<file path="src/inc/ppl_consts.vh">
`ifndef PPL_CONSTS_VH
`define PPL_CONSTS_VH

// ===
// Register byte offsets on the APB bus.
`define PPL_OFS_CTRL 12'h000
`define PPL_OFS_LEN 12'h004
`define PPL_OFS_STATUS 12'h008
`define PPL_OFS_COUNT 12'h00C

// ===
// Control register fields and reset values.
`define PPL_CTRL_WIDTH_LSB 0
`define PPL_CTRL_WIDTH_MSB 1
`define PPL_CTRL_DECOMP_BIT 2
`define PPL_CTRL_SECURE_BIT 3
`define PPL_CTRL_INITEN_BIT 4
`define PPL_CTRL_RST 8'h02
`define PPL_LEN_RST 32'h0000_0010

// Bus width codes held in the control register.
`define PPL_WIDTH_8 2'h0
`define PPL_WIDTH_16 2'h1
`define PPL_WIDTH_32 2'h2

// ===
// Load clock cycles per data word.
`define PPL_RATIO_PLAIN 4'h1
`define PPL_RATIO_FEAT 4'h4

// Falling load clock edges before user mode.
`define PPL_INIT_EDGES 2'h2

// ===
// Controller states.
`define PPL_ST_POR 3'h0
`define PPL_ST_HOLD 3'h1
`define PPL_ST_LOAD 3'h2
`define PPL_ST_DONE 3'h3
`define PPL_ST_USER 3'h4
`define PPL_ST_ERR 3'h5

// ===
// Power-on delay in pclk cycles.
`define PPL_CLK_MHZ 200
`define PPL_POR_TIME_US 100
`define PPL_POR_CYCLES (`PPL_POR_TIME_US * `PPL_CLK_MHZ)

`endif

</file>
<file path="src/hw/ppl_fifo.v">
`default_nettype none

// ===
// Word FIFO whose head word and valid
// come straight from flip-flops.
module ppl_fifo #(
    parameter WIDTH = 32,
    parameter DEPTH = 8,
    parameter AW = 3
) (
    input wire pclk, // System clock.
    input wire presetn, // Asynchronous reset, active low.
    input wire [WIDTH-1:0] in_data, // Word to store.
    input wire in_valid, // Word offered.
    output wire in_ready, // Room for a word.
    output reg [WIDTH-1:0] out_data_r, // Head word.
    output reg out_valid_r, // Head word present.
    input wire out_ready // Drain accepts the head word.
);
    reg [WIDTH-1:0] mem [0:DEPTH-1]; // Storage behind the head register.
    reg [AW-1:0] wr_ptr_r; // Next slot to write.
    reg [AW-1:0] rd_ptr_r; // Next slot to read.
    reg [AW:0] cnt_r; // Words held in storage.
    wire push; // A word enters storage.
    wire load_out; // Storage feeds the head register.

    // Full is honest: the head register is extra room, not counted.
    assign in_ready = (cnt_r != DEPTH[AW:0]);
    assign push = in_valid & in_ready;
    assign load_out = (~out_valid_r | out_ready) & (cnt_r != {(AW+1){1'b0}});

    // Storage write; no reset needed.
    always @(posedge pclk) begin
        if (push) begin
            mem[wr_ptr_r] <= in_data;
        end
    end

    // Pointers, count and head register.
    always @(posedge pclk or negedge presetn) begin
        if (!presetn) begin
            wr_ptr_r <= {AW{1'b0}};
            rd_ptr_r <= {AW{1'b0}};
            cnt_r <= {(AW+1){1'b0}};
            out_valid_r <= 1'b0;
            out_data_r <= {WIDTH{1'b0}};
        end else begin
            if (push) begin
                wr_ptr_r <= wr_ptr_r + 1'b1;
            end
            if (load_out) begin
                rd_ptr_r <= rd_ptr_r + 1'b1;
                out_data_r <= mem[rd_ptr_r];
                out_valid_r <= 1'b1;
            end else if (out_ready) begin
                out_valid_r <= 1'b0;
            end
            if (push & ~load_out) begin
                cnt_r <= cnt_r + 1'b1;
            end else if (load_out & ~push) begin
                cnt_r <= cnt_r - 1'b1;
            end
        end
    end
endmodule
`default_nettype wire

</file>
<file path="src/hw/ppl_loader.v">
// What this block does
// User mode leaves status and done lines high.
// Request low abandons user mode, restarts load.
// Status held low through power-on delay.
// Done line low from power-up until loaded.
// Host sends the whole bitstream.
// Host sizes transfer to the part's length.
// Done released only after error-free full load.
// Host gives two falling edges after done.
// Load clock ignored once configured.
// Host keeps load clock driven afterwards.
// 16-bit uses bits 15:0, 8-bit bits 7:0.
// Data bus becomes user input afterwards.
// Enabled init-done output driven low when configured.
// Host may pause by holding clock low.
// Host sets data before resuming rising edge.
// Ratio r follows decompression and security.
// Ratio one captures a word every rising edge.
// Ratio r holds each word r cycles.
`include "ppl_consts.vh"
`default_nettype none

module ppl_loader #(
    parameter POR_CYCLES = `PPL_POR_CYCLES
) (
    input wire pclk, // System clock, 200 MHz.
    input wire presetn, // Asynchronous reset, active low.
    input wire psel, // APB select.
    input wire penable, // APB access phase.
    input wire pwrite, // APB write.
    input wire [11:0] paddr, // APB byte address.
    input wire [31:0] pwdata, // APB write data.
    output reg [31:0] prdata, // APB read data.
    output reg pready, // APB ready.
    output reg pslverr, // APB error for unmapped address.
    input wire load_clock, // Host-driven load clock pin.
    input wire cfg_req_n, // Reconfiguration request, active low.
    input wire [31:0] load_data, // Parallel data pins.
    input wire cfg_status_n_i, // Status line level.
    output reg cfg_status_n_o, // Status line drive value.
    output reg cfg_status_n_oe_n, // Status line enable, low drives.
    input wire load_done_i, // Load-complete line level.
    output reg load_done_o, // Load-complete drive value.
    output reg load_done_oe_n, // Load-complete enable, low drives.
    output reg init_done_o, // Init-complete drive value.
    output reg init_done_oe_n, // Init-complete enable, low drives.
    output wire [31:0] cfg_word, // Loaded word to the fabric.
    output wire cfg_valid, // Loaded word present.
    input wire cfg_ready, // Fabric takes the word.
    output reg [31:0] user_data_r, // Data pins as user input.
    output reg user_mode_r // Device is in user mode.
);
    // ===
    // Decoding helpers.

    // Cycles per word from the feature options.
    function [3:0] ratio_f;
        input decomp;
        input secure;
        begin
            ratio_f = (decomp | secure) ? `PPL_RATIO_FEAT : `PPL_RATIO_PLAIN;
        end
    endfunction

    // Live data lanes for a width code.
    function [31:0] lanes_f;
        input [1:0] width;
        input [31:0] data;
        begin
            case (width)
                `PPL_WIDTH_8: lanes_f = {24'h00_0000, data[7:0]};
                `PPL_WIDTH_16: lanes_f = {16'h0000, data[15:0]};
                default: lanes_f = data;
            endcase
        end
    endfunction

    // ===
    // Declarations.
    reg [1:0] lclk_s_r; // Load clock synchroniser.
    reg lclk_d_r; // Previous synchronised load clock.
    reg [1:0] req_s_r; // Request synchroniser.
    reg [1:0] stat_s_r; // Status line synchroniser.
    reg [1:0] done_s_r; // Load-complete line synchroniser.
    reg [31:0] data_s1_r; // Data pins, first stage.
    reg [31:0] data_s2_r; // Data pins, second stage.
    reg [7:0] ctrl_r; // Control register.
    reg [31:0] len_r; // Expected transfer count.
    reg [2:0] state_r; // Controller state.
    reg [2:0] state_nxt;
    reg [31:0] por_cnt_r; // Power-on delay counter.
    reg [31:0] por_cnt_nxt;
    reg [3:0] phase_r; // Rising edges into the current word.
    reg [3:0] phase_nxt;
    reg [31:0] count_r; // Words taken so far.
    reg [31:0] count_nxt;
    reg [1:0] fall_r; // Falling edges seen after done.
    reg [1:0] fall_nxt;
    reg push; // Word goes to the FIFO.
    wire fifo_ready; // FIFO has room.
    wire lclk_rise; // Load clock rising edge.
    wire lclk_fall; // Load clock falling edge.
    wire [3:0] ratio; // Current cycles per word.
    wire apb_access; // First access cycle of an APB transfer.

    assign lclk_rise = lclk_s_r[1] & ~lclk_d_r;
    assign lclk_fall = ~lclk_s_r[1] & lclk_d_r;
    assign ratio = ratio_f(ctrl_r[`PPL_CTRL_DECOMP_BIT], ctrl_r[`PPL_CTRL_SECURE_BIT]);
    assign apb_access = psel & penable & ~pready;

    // ===
    // Pin synchronisers. Every pin passes two flops;
    // only the second stage is read.
    always @(posedge pclk or negedge presetn) begin
        if (!presetn) begin
            lclk_s_r <= 2'h0;
            lclk_d_r <= 1'b0;
            req_s_r <= 2'h3;
            stat_s_r <= 2'h0;
            done_s_r <= 2'h0;
            data_s1_r <= 32'h0000_0000;
            data_s2_r <= 32'h0000_0000;
        end else begin
            lclk_s_r <= {lclk_s_r[0], load_clock};
            lclk_d_r <= lclk_s_r[1];
            req_s_r <= {req_s_r[0], cfg_req_n};
            stat_s_r <= {stat_s_r[0], cfg_status_n_i};
            done_s_r <= {done_s_r[0], load_done_i};
            data_s1_r <= load_data;
            data_s2_r <= data_s1_r;
        end
    end

    // ===
    // Controller next state. A request low wins over every state.
    always @* begin
        state_nxt = state_r;
        por_cnt_nxt = por_cnt_r;
        phase_nxt = phase_r;
        count_nxt = count_r;
        fall_nxt = fall_r;
        push = 1'b0;
        if (!req_s_r[1]) begin
            // Any state is dropped, user mode too.
            state_nxt = `PPL_ST_HOLD;
            phase_nxt = 4'h0;
            count_nxt = 32'h0000_0000;
            fall_nxt = 2'h0;
        end else begin
            case (state_r)
                `PPL_ST_POR: begin
                    // Status stays low for the whole delay.
                    if (por_cnt_r >= POR_CYCLES - 1) begin
                        state_nxt = `PPL_ST_LOAD;
                    end else begin
                        por_cnt_nxt = por_cnt_r + 32'h0000_0001;
                    end
                end
                `PPL_ST_HOLD: begin
                    state_nxt = `PPL_ST_LOAD;
                end
                `PPL_ST_LOAD: begin
                    // Edges count once the status line reads high;
                    // a pause with the clock low yields none.
                    if (lclk_rise & stat_s_r[1]) begin
                        // The first edge of a group takes the word;
                        // the host holds it for the rest.
                        if (phase_r == 4'h0) begin
                            if (!fifo_ready) begin
                                // Overflow loses data, so the load fails.
                                state_nxt = `PPL_ST_ERR;
                            end else begin
                                push = 1'b1;
                                count_nxt = count_r + 32'h0000_0001;
                                if (count_nxt >= len_r) begin
                                    state_nxt = `PPL_ST_DONE;
                                end
                            end
                        end
                        if (phase_r >= ratio - 4'h1) begin
                            phase_nxt = 4'h0;
                        end else begin
                            phase_nxt = phase_r + 4'h1;
                        end
                    end
                end
                `PPL_ST_DONE: begin
                    // Falling edges count once the line is really high.
                    if (lclk_fall & done_s_r[1]) begin
                        fall_nxt = fall_r + 2'h1;
                        if (fall_nxt == `PPL_INIT_EDGES) begin
                            state_nxt = `PPL_ST_USER;
                        end
                    end
                end
                `PPL_ST_USER: begin
                    // Load clock activity has no effect here.
                    state_nxt = `PPL_ST_USER;
                end
                `PPL_ST_ERR: begin
                    state_nxt = `PPL_ST_ERR;
                end
                default: begin
                    state_nxt = `PPL_ST_POR;
                end
            endcase
        end
    end

    // ===
    // Controller registers and open-drain pin controls.
    // Controls follow the next state to line up with it.
    always @(posedge pclk or negedge presetn) begin
        if (!presetn) begin
            state_r <= `PPL_ST_POR;
            por_cnt_r <= 32'h0000_0000;
            phase_r <= 4'h0;
            count_r <= 32'h0000_0000;
            fall_r <= 2'h0;
            cfg_status_n_o <= 1'b0;
            cfg_status_n_oe_n <= 1'b0;
            load_done_o <= 1'b0;
            load_done_oe_n <= 1'b0;
            init_done_o <= 1'b0;
            init_done_oe_n <= 1'b1;
            user_data_r <= 32'h0000_0000;
            user_mode_r <= 1'b0;
        end else begin
            state_r <= state_nxt;
            por_cnt_r <= por_cnt_nxt;
            phase_r <= phase_nxt;
            count_r <= count_nxt;
            fall_r <= fall_nxt;
            cfg_status_n_o <= 1'b0;
            load_done_o <= 1'b0;
            init_done_o <= 1'b0;
            // Status pulled low in power-on, request and error.
            cfg_status_n_oe_n <= ~((state_nxt == `PPL_ST_POR) | (state_nxt == `PPL_ST_HOLD) |
                                   (state_nxt == `PPL_ST_ERR));
            // Done low until the full count arrived.
            load_done_oe_n <= (state_nxt == `PPL_ST_DONE) | (state_nxt == `PPL_ST_USER);
            // Init-done pulled low in user mode if enabled.
            init_done_oe_n <= ~((state_nxt == `PPL_ST_USER) & ctrl_r[`PPL_CTRL_INITEN_BIT]);
            user_mode_r <= (state_nxt == `PPL_ST_USER);
            // Data pins become plain user inputs.
            if (state_nxt == `PPL_ST_USER) begin
                user_data_r <= data_s2_r;
            end else begin
                user_data_r <= 32'h0000_0000;
            end
        end
    end

    // ===
    // Word buffer toward the fabric. If it is full when
    // the host sends a further word, the load fails.
    ppl_fifo #(
        .WIDTH(32),
        .DEPTH(8),
        .AW(3)
    ) u_fifo (
        .pclk(pclk),
        .presetn(presetn),
        .in_data(lanes_f(ctrl_r[`PPL_CTRL_WIDTH_MSB:`PPL_CTRL_WIDTH_LSB], data_s2_r)),
        .in_valid(push),
        .in_ready(fifo_ready),
        .out_data_r(cfg_word),
        .out_valid_r(cfg_valid),
        .out_ready(cfg_ready)
    );

    // ===
    // APB slave. One wait state: the answer is registered
    // in the first access cycle.
    always @(posedge pclk or negedge presetn) begin
        if (!presetn) begin
            ctrl_r <= `PPL_CTRL_RST;
            len_r <= `PPL_LEN_RST;
            prdata <= 32'h0000_0000;
            pready <= 1'b0;
            pslverr <= 1'b0;
        end else begin
            pready <= apb_access;
            pslverr <= 1'b0;
            prdata <= 32'h0000_0000;
            if (apb_access) begin
                case (paddr)
                    `PPL_OFS_CTRL: begin
                        if (pwrite) begin
                            ctrl_r <= pwdata[7:0];
                        end else begin
                            prdata <= {24'h00_0000, ctrl_r};
                        end
                    end
                    `PPL_OFS_LEN: begin
                        if (pwrite) begin
                            len_r <= pwdata;
                        end else begin
                            prdata <= len_r;
                        end
                    end
                    `PPL_OFS_STATUS: begin
                        if (!pwrite) begin
                            prdata <= {24'h00_0000, ~fifo_ready, cfg_valid, user_mode_r, phase_r[1:0], state_r};
                        end
                    end
                    `PPL_OFS_COUNT: begin
                        if (!pwrite) begin
                            prdata <= count_r;
                        end
                    end
                    default: begin
                        pslverr <= 1'b1;
                    end
                endcase
            end
        end
    end
endmodule
`default_nettype wire

</file>
<file path="config.mk">
export PLATFORM = sky130hd
export DESIGN_NAME = ppl_loader
export DESIGN_NICKNAME = d
export VERILOG_FILES = /design/src/hw/ppl_fifo.v /design/src/hw/ppl_loader.v
export VERILOG_INCLUDE_DIRS = /design/src /design/src/inc
export SDC_FILE = /design/constraint.sdc
export NUM_CORES = 1
export LEC_CHECK = 0
export CORE_MARGIN = 8
export CORE_UTILIZATION = 40
export DETAILED_ROUTE_END_ITERATION = 12
export DONT_BUFFER_PORTS = 1
export HOLD_SLACK_MARGIN = 0.06
export SYNTH_ARGS = -nofsm -noshare
export SYNTH_HDL_FRONTEND = slang
export SYNTH_SLANG_ARGS = --single-unit
</file>
<file path="constraint.sdc">
create_clock -name pclk -period 5.48 [get_ports pclk]
set_clock_uncertainty 0.15 [all_clocks]
set_input_delay 0.548 -clock pclk [delete_from_list [all_inputs] [get_ports pclk]]
set_output_delay 0.548 -clock pclk [all_outputs]
set_load 0.005 [all_outputs]
</file>
==> results by stage <==
Synthesis:
- Dividing the synthesized area by the synthesized cell count gives 15.3 µm².
- The share of the synthesized area in the top cell type is 0.350.
- The number of distinct standard cells referenced by the synthesized netlist is 61.
- The synthesized area is 0.0220 mm².
- The portion of the post-synthesis area used by sequential elements is 0.690.
- Sorting the synthesized cells by area gives the leading types as sky130_fd_sc_hd__edfxtp_1 35%, sky130_fd_sc_hd__dfrtp_1 33%, sky130_fd_sc_hd__mux4_2 6.6%.
- Yosys mapped a number of flops with a built-in enable equal to 256.
- During synthesis, Yosys emitted a total of 0 warnings.
- The dominant synthesized flop cell is sky130_fd_sc_hd__dfrtp_1.
- The cell count after synthesis is 1440.
- After synthesis the netlist holds a flip-flop and latch count of 555.
- The library cell with the largest summed area after synthesis is sky130_fd_sc_hd__edfxtp_1.
- After synthesis, the share of flip-flops with an asynchronous set or reset is 0.539.

Die:
- The area of the die is 0.0627 mm².
- The row count is 86.
- The initial standard-cell utilization of the core is 0.401.
- The floorplan step set the die height to 250 µm.
- The die is 250 µm wide.
- The core region area is 0.0548 mm².
- The number of primary I/O pins is 192.

Layout:
- The fraction of layout instances using a drive strength above 1 is 0.160.
- The number of standard cells in the layout, taps in and fillers out is 2265.
- The layout has 4769 filler cells.
- The sequential cell area in the final layout is 0.0152 mm².
- The final-stage net count is 1640.
- The library cell used most frequently in the layout, excluding fill and tap cells, is sky130_fd_sc_hd__dfrtp_1.
- The area used by multi-input combinational logic is 0.00639 mm².
- Leaving out fill and tap cells, the most frequent cells in the layout are 291 x sky130_fd_sc_hd__dfrtp_1, 256 x sky130_fd_sc_hd__edfxtp_1, 85 x sky130_fd_sc_hd__nor2_1.
- The growth of design area from synthesis to finish is 16.1%.
- After routing the design area is 0.0255 mm².

Timing:
- In the finished design, the share of the clock period the worst path needs comes to 0.752.
- The total count of hold-check failures in the final report is 299.
- In this run the tightest slew margin relative to its limit is 0.225.
- The minimum period implied by the final worst setup slack is 4120 ps.
- Setup violations remaining at the end of the flow were counted as 0.
- For the pin with the worst max-slew slack, the measured transition is 1160 ps.
- The tightest hold margin is -517 ps.
- The total count of max-transition violations in the final report is 0.
- The achievable frequency is 243 MHz.
- For the final routed database, the setup TNS stands at 0 ps.
- Setup repair after global routing left no endpoint under its margin.

Global route:
- The first global-routing pass estimated 74.5 mm of wire.
- For this run the aggregate overflow at the end of global routing stands at 0.
- The via count of the first global-routing pass came to 12634.
- The number of antenna violations at the first check in global routing is 4.
- The global router's overall resource usage is 0.150.
- Entering global routing, the biggest net connects 300 pins.

Drt:
- The routed design has 46.8 mm of wire.
- The detail route stage leaves a number of antenna-violating nets equal to 0.
- The detailed router finished its first iteration with 718 violations.
- For this run, design rule violations remaining after detail routing come to 0.
- In the routed layout, each cell is associated on average with a via count of 5.12.
- Summing over every cut layer, the via total after detailed routing is 11593.
- In the final routed layout, each cell accounts on average for 20.7 µm.
- The first TritonRoute pass finished after 5 iterations.

Hold path:
- In this run the worst hold path is classified as input pin to asynchronous set/reset pin.

Power:
- The power density over cell area is 387 mW/mm².
- Across the VDD grid, the largest voltage drop is 253 µV.
- The leakage power is 9.59 nW.
- The internal portion of total power is 7.50 mW.
- Summed over all nets, the switching power comes to 2.38 mW.
- The share of total power dissipated in the clock network is 0.414.
- The combinational fraction of design power is 0.100.
- The share of total power dissipated in sequential elements is 0.486.
- Of the total power, the share spent switching nets is 0.241.

Run:
- Across the run, the number of max-cap violations was 0.

Clock network:
- The TritonCTS buffer count is 58.
- The clock sink count is 555.
- The post-CTS setup repair buffer count is 0.
- The H-tree was split into 2 levels.
- Once the clock tree was built, the resizer swapped 0 gates to a different size.
- The quantity of hold-fixing buffers added after cts is 71.
- In this run the deepest clock path goes through 3 buffers.
- The clock tree from TritonCTS is built.
- The clock-pin transition on the worst setup and hold timing paths is 60 ps.
- CTS placed an instance of sky130_fd_sc_hd__clkbuf_16 at the clock tree root.
- At the later pin of the worst-skew pair, clock insertion delay measures 620 ps.

Setup path:
- STA classifies the critical path startpoint as a flip-flop.
- Walking the worst path, the cells encountered are and4_1 > nand4_1 > nor4_1 > nand2_1 > xnor2_1 > ha_1 > a211oi_1 > nor2_1 > o311ai_0 > nand3_1 > or4_1 > o22a_1.
- The worst setup path is captured at a flip-flop.
- The number of buffer and inverter instances along the worst setup path is 0.
- The critical path data required time is 5840 ps.
- The worst setup path is of the flip-flop to flip-flop kind.
- The kind of cell with the highest combined delay along the critical path is simple AND/OR/NAND/NOR gates.
- The maximum fanout along the worst path is 10.
- The critical path's slowest cell is sky130_fd_sc_hd__nor4_1.
- The arrival time reported for the critical path endpoint is 4480 ps.
- For this run, the slowest stage of the critical path takes 670 ps.

Place:
- The number of I/O port buffers is 0.
- The number of placed instances with taps included is 2082.
- The placed instances occupy a cell area of 0.0228 mm².
- The detailed-placement wirelength estimate is 28.2 mm.
- Routability-driven placement finished with a final weighted congestion of 0.801.

Outcome:
- The checks that failed: hold timing.
- The flow ran to the end, but the final reports show violations.
per-layer routing:
metal | vias up | track usage | share of wire
li1 | 5358 | - | -
met1 | 5936 | 0.195 | 0.44
met2 | 221 | 0.248 | 0.49
met3 | 76 | 0.0359 | 0.049
met4 | 2 | 0.0429 | 0.023
met5 | - | 0 | 0.00028
worst paths after layout:
kind	cells after the start	to	startpoint	slack, ps
setup / recovery	12	load_done_oe_n	count_r[5]	1360
hold / removal	0	user_data_r[30]	presetn	-520
setup reg to reg	12	load_done_oe_n	count_r[5]	1360
hold reg to reg	0	data_s2_r[29]	data_s1_r[29]	200
max in group asynchronous	0	u_fifo.rd_ptr_r[0]	presetn	5190
min in group pclk	3	prdata[4]	paddr[2]	150
power groups by stage:
stage / Sequential [mW] / Clock, mW / Combinational [mW]
floorplan: 4.73 / 0 / 0.861
global placement: 4.90 / 0 / 0.967
detailed placement: 4.91 / 0 / 0.981
CTS: 4.82 / 4.21 / 1.02
global route: 4.85 / 4.38 / 1.10
finish: 4.80 / 4.09 / 0.993
sequential cells by signal, summed over array words and instances, names as in the netlist, 2 cells and up:
| name | count |
|---|---|
| ctrl_r | 8 |
| state_r | 3 |
| len_r | 32 |
| por_cnt_r | 32 |
| lclk_s_r | 2 |
| req_s_r | 2 |
| done_s_r | 2 |
| count_r | 32 |
| u_fifo.rd_ptr_r | 3 |
| data_s1_r | 32 |
| stat_s_r | 2 |
| phase_r | 4 |
| data_s2_r | 32 |
| user_data_r | 32 |
| prdata | 32 |
| u_fifo.wr_ptr_r | 3 |
| u_fifo.out_data_r | 32 |
| fall_r | 2 |
| u_fifo.mem | 256 |
| u_fifo.cnt_r | 4 |
per-stage QoR:
step	setup slack (ps)	total power, mW	utilization	hold slack, ps
global placement	1390	5.87	0.416	118
detailed placement	1330	5.89	0.416	117
global route	1010	10.3	0.466	-564
floorplan	116	5.59	-	102
CTS	1300	10.1	0.466	-561
finish	1360	9.88	0.466	-517
kinds of logic (layout without fill, tap and decap cells):
family | after synthesis | after routing | share of synthesized area
compound gates | 138 | 138 | 0.0390
flops | 555 | 555 | 0.690
xor+xnor | 77 | 77 | 0.0307
fa+ha+maj | 45 | 45 | 0.0259
buf+inv | 129 | 246 | 0.0235
other cells | 1 | 5 | 0.000171
mux | 141 | 141 | 0.103
simple gates | 354 | 354 | 0.0873
cells in the mapped netlist (12+ instances only):
master                       n
sky130_fd_sc_hd__and3_1     14
sky130_fd_sc_hd__o21ai_0    15
sky130_fd_sc_hd__nand4_1    20
sky130_fd_sc_hd__clkbuf_1   61
sky130_fd_sc_hd__mux2i_1    33
sky130_fd_sc_hd__nor2b_1    20
sky130_fd_sc_hd__nor4_1     12
sky130_fd_sc_hd__a22oi_1    40
sky130_fd_sc_hd__and2_1     72
sky130_fd_sc_hd__a21oi_1    60
sky130_fd_sc_hd__ha_1       44
sky130_fd_sc_hd__nand3_1    32
sky130_fd_sc_hd__edfxtp_1  256
sky130_fd_sc_hd__nor2_1     88
sky130_fd_sc_hd__nand2_1    47
sky130_fd_sc_hd__mux2_2     41
sky130_fd_sc_hd__mux4_2     64
sky130_fd_sc_hd__xor2_1     25
sky130_fd_sc_hd__xnor2_1    52
sky130_fd_sc_hd__inv_1      46
sky130_fd_sc_hd__dfrtp_1   294
area by class of cell:
type,instances,area share
antenna,2,0.000196
tap,704,0.0345
clock inverter,23,0.0122
inverter,46,0.00676
multi-input combinational,758,0.250
timing repair buffer,90,0.0344
sequential,555,0.595
clock buffer,87,0.0672
No activity file was read; power rests on OpenSTA's default activity.
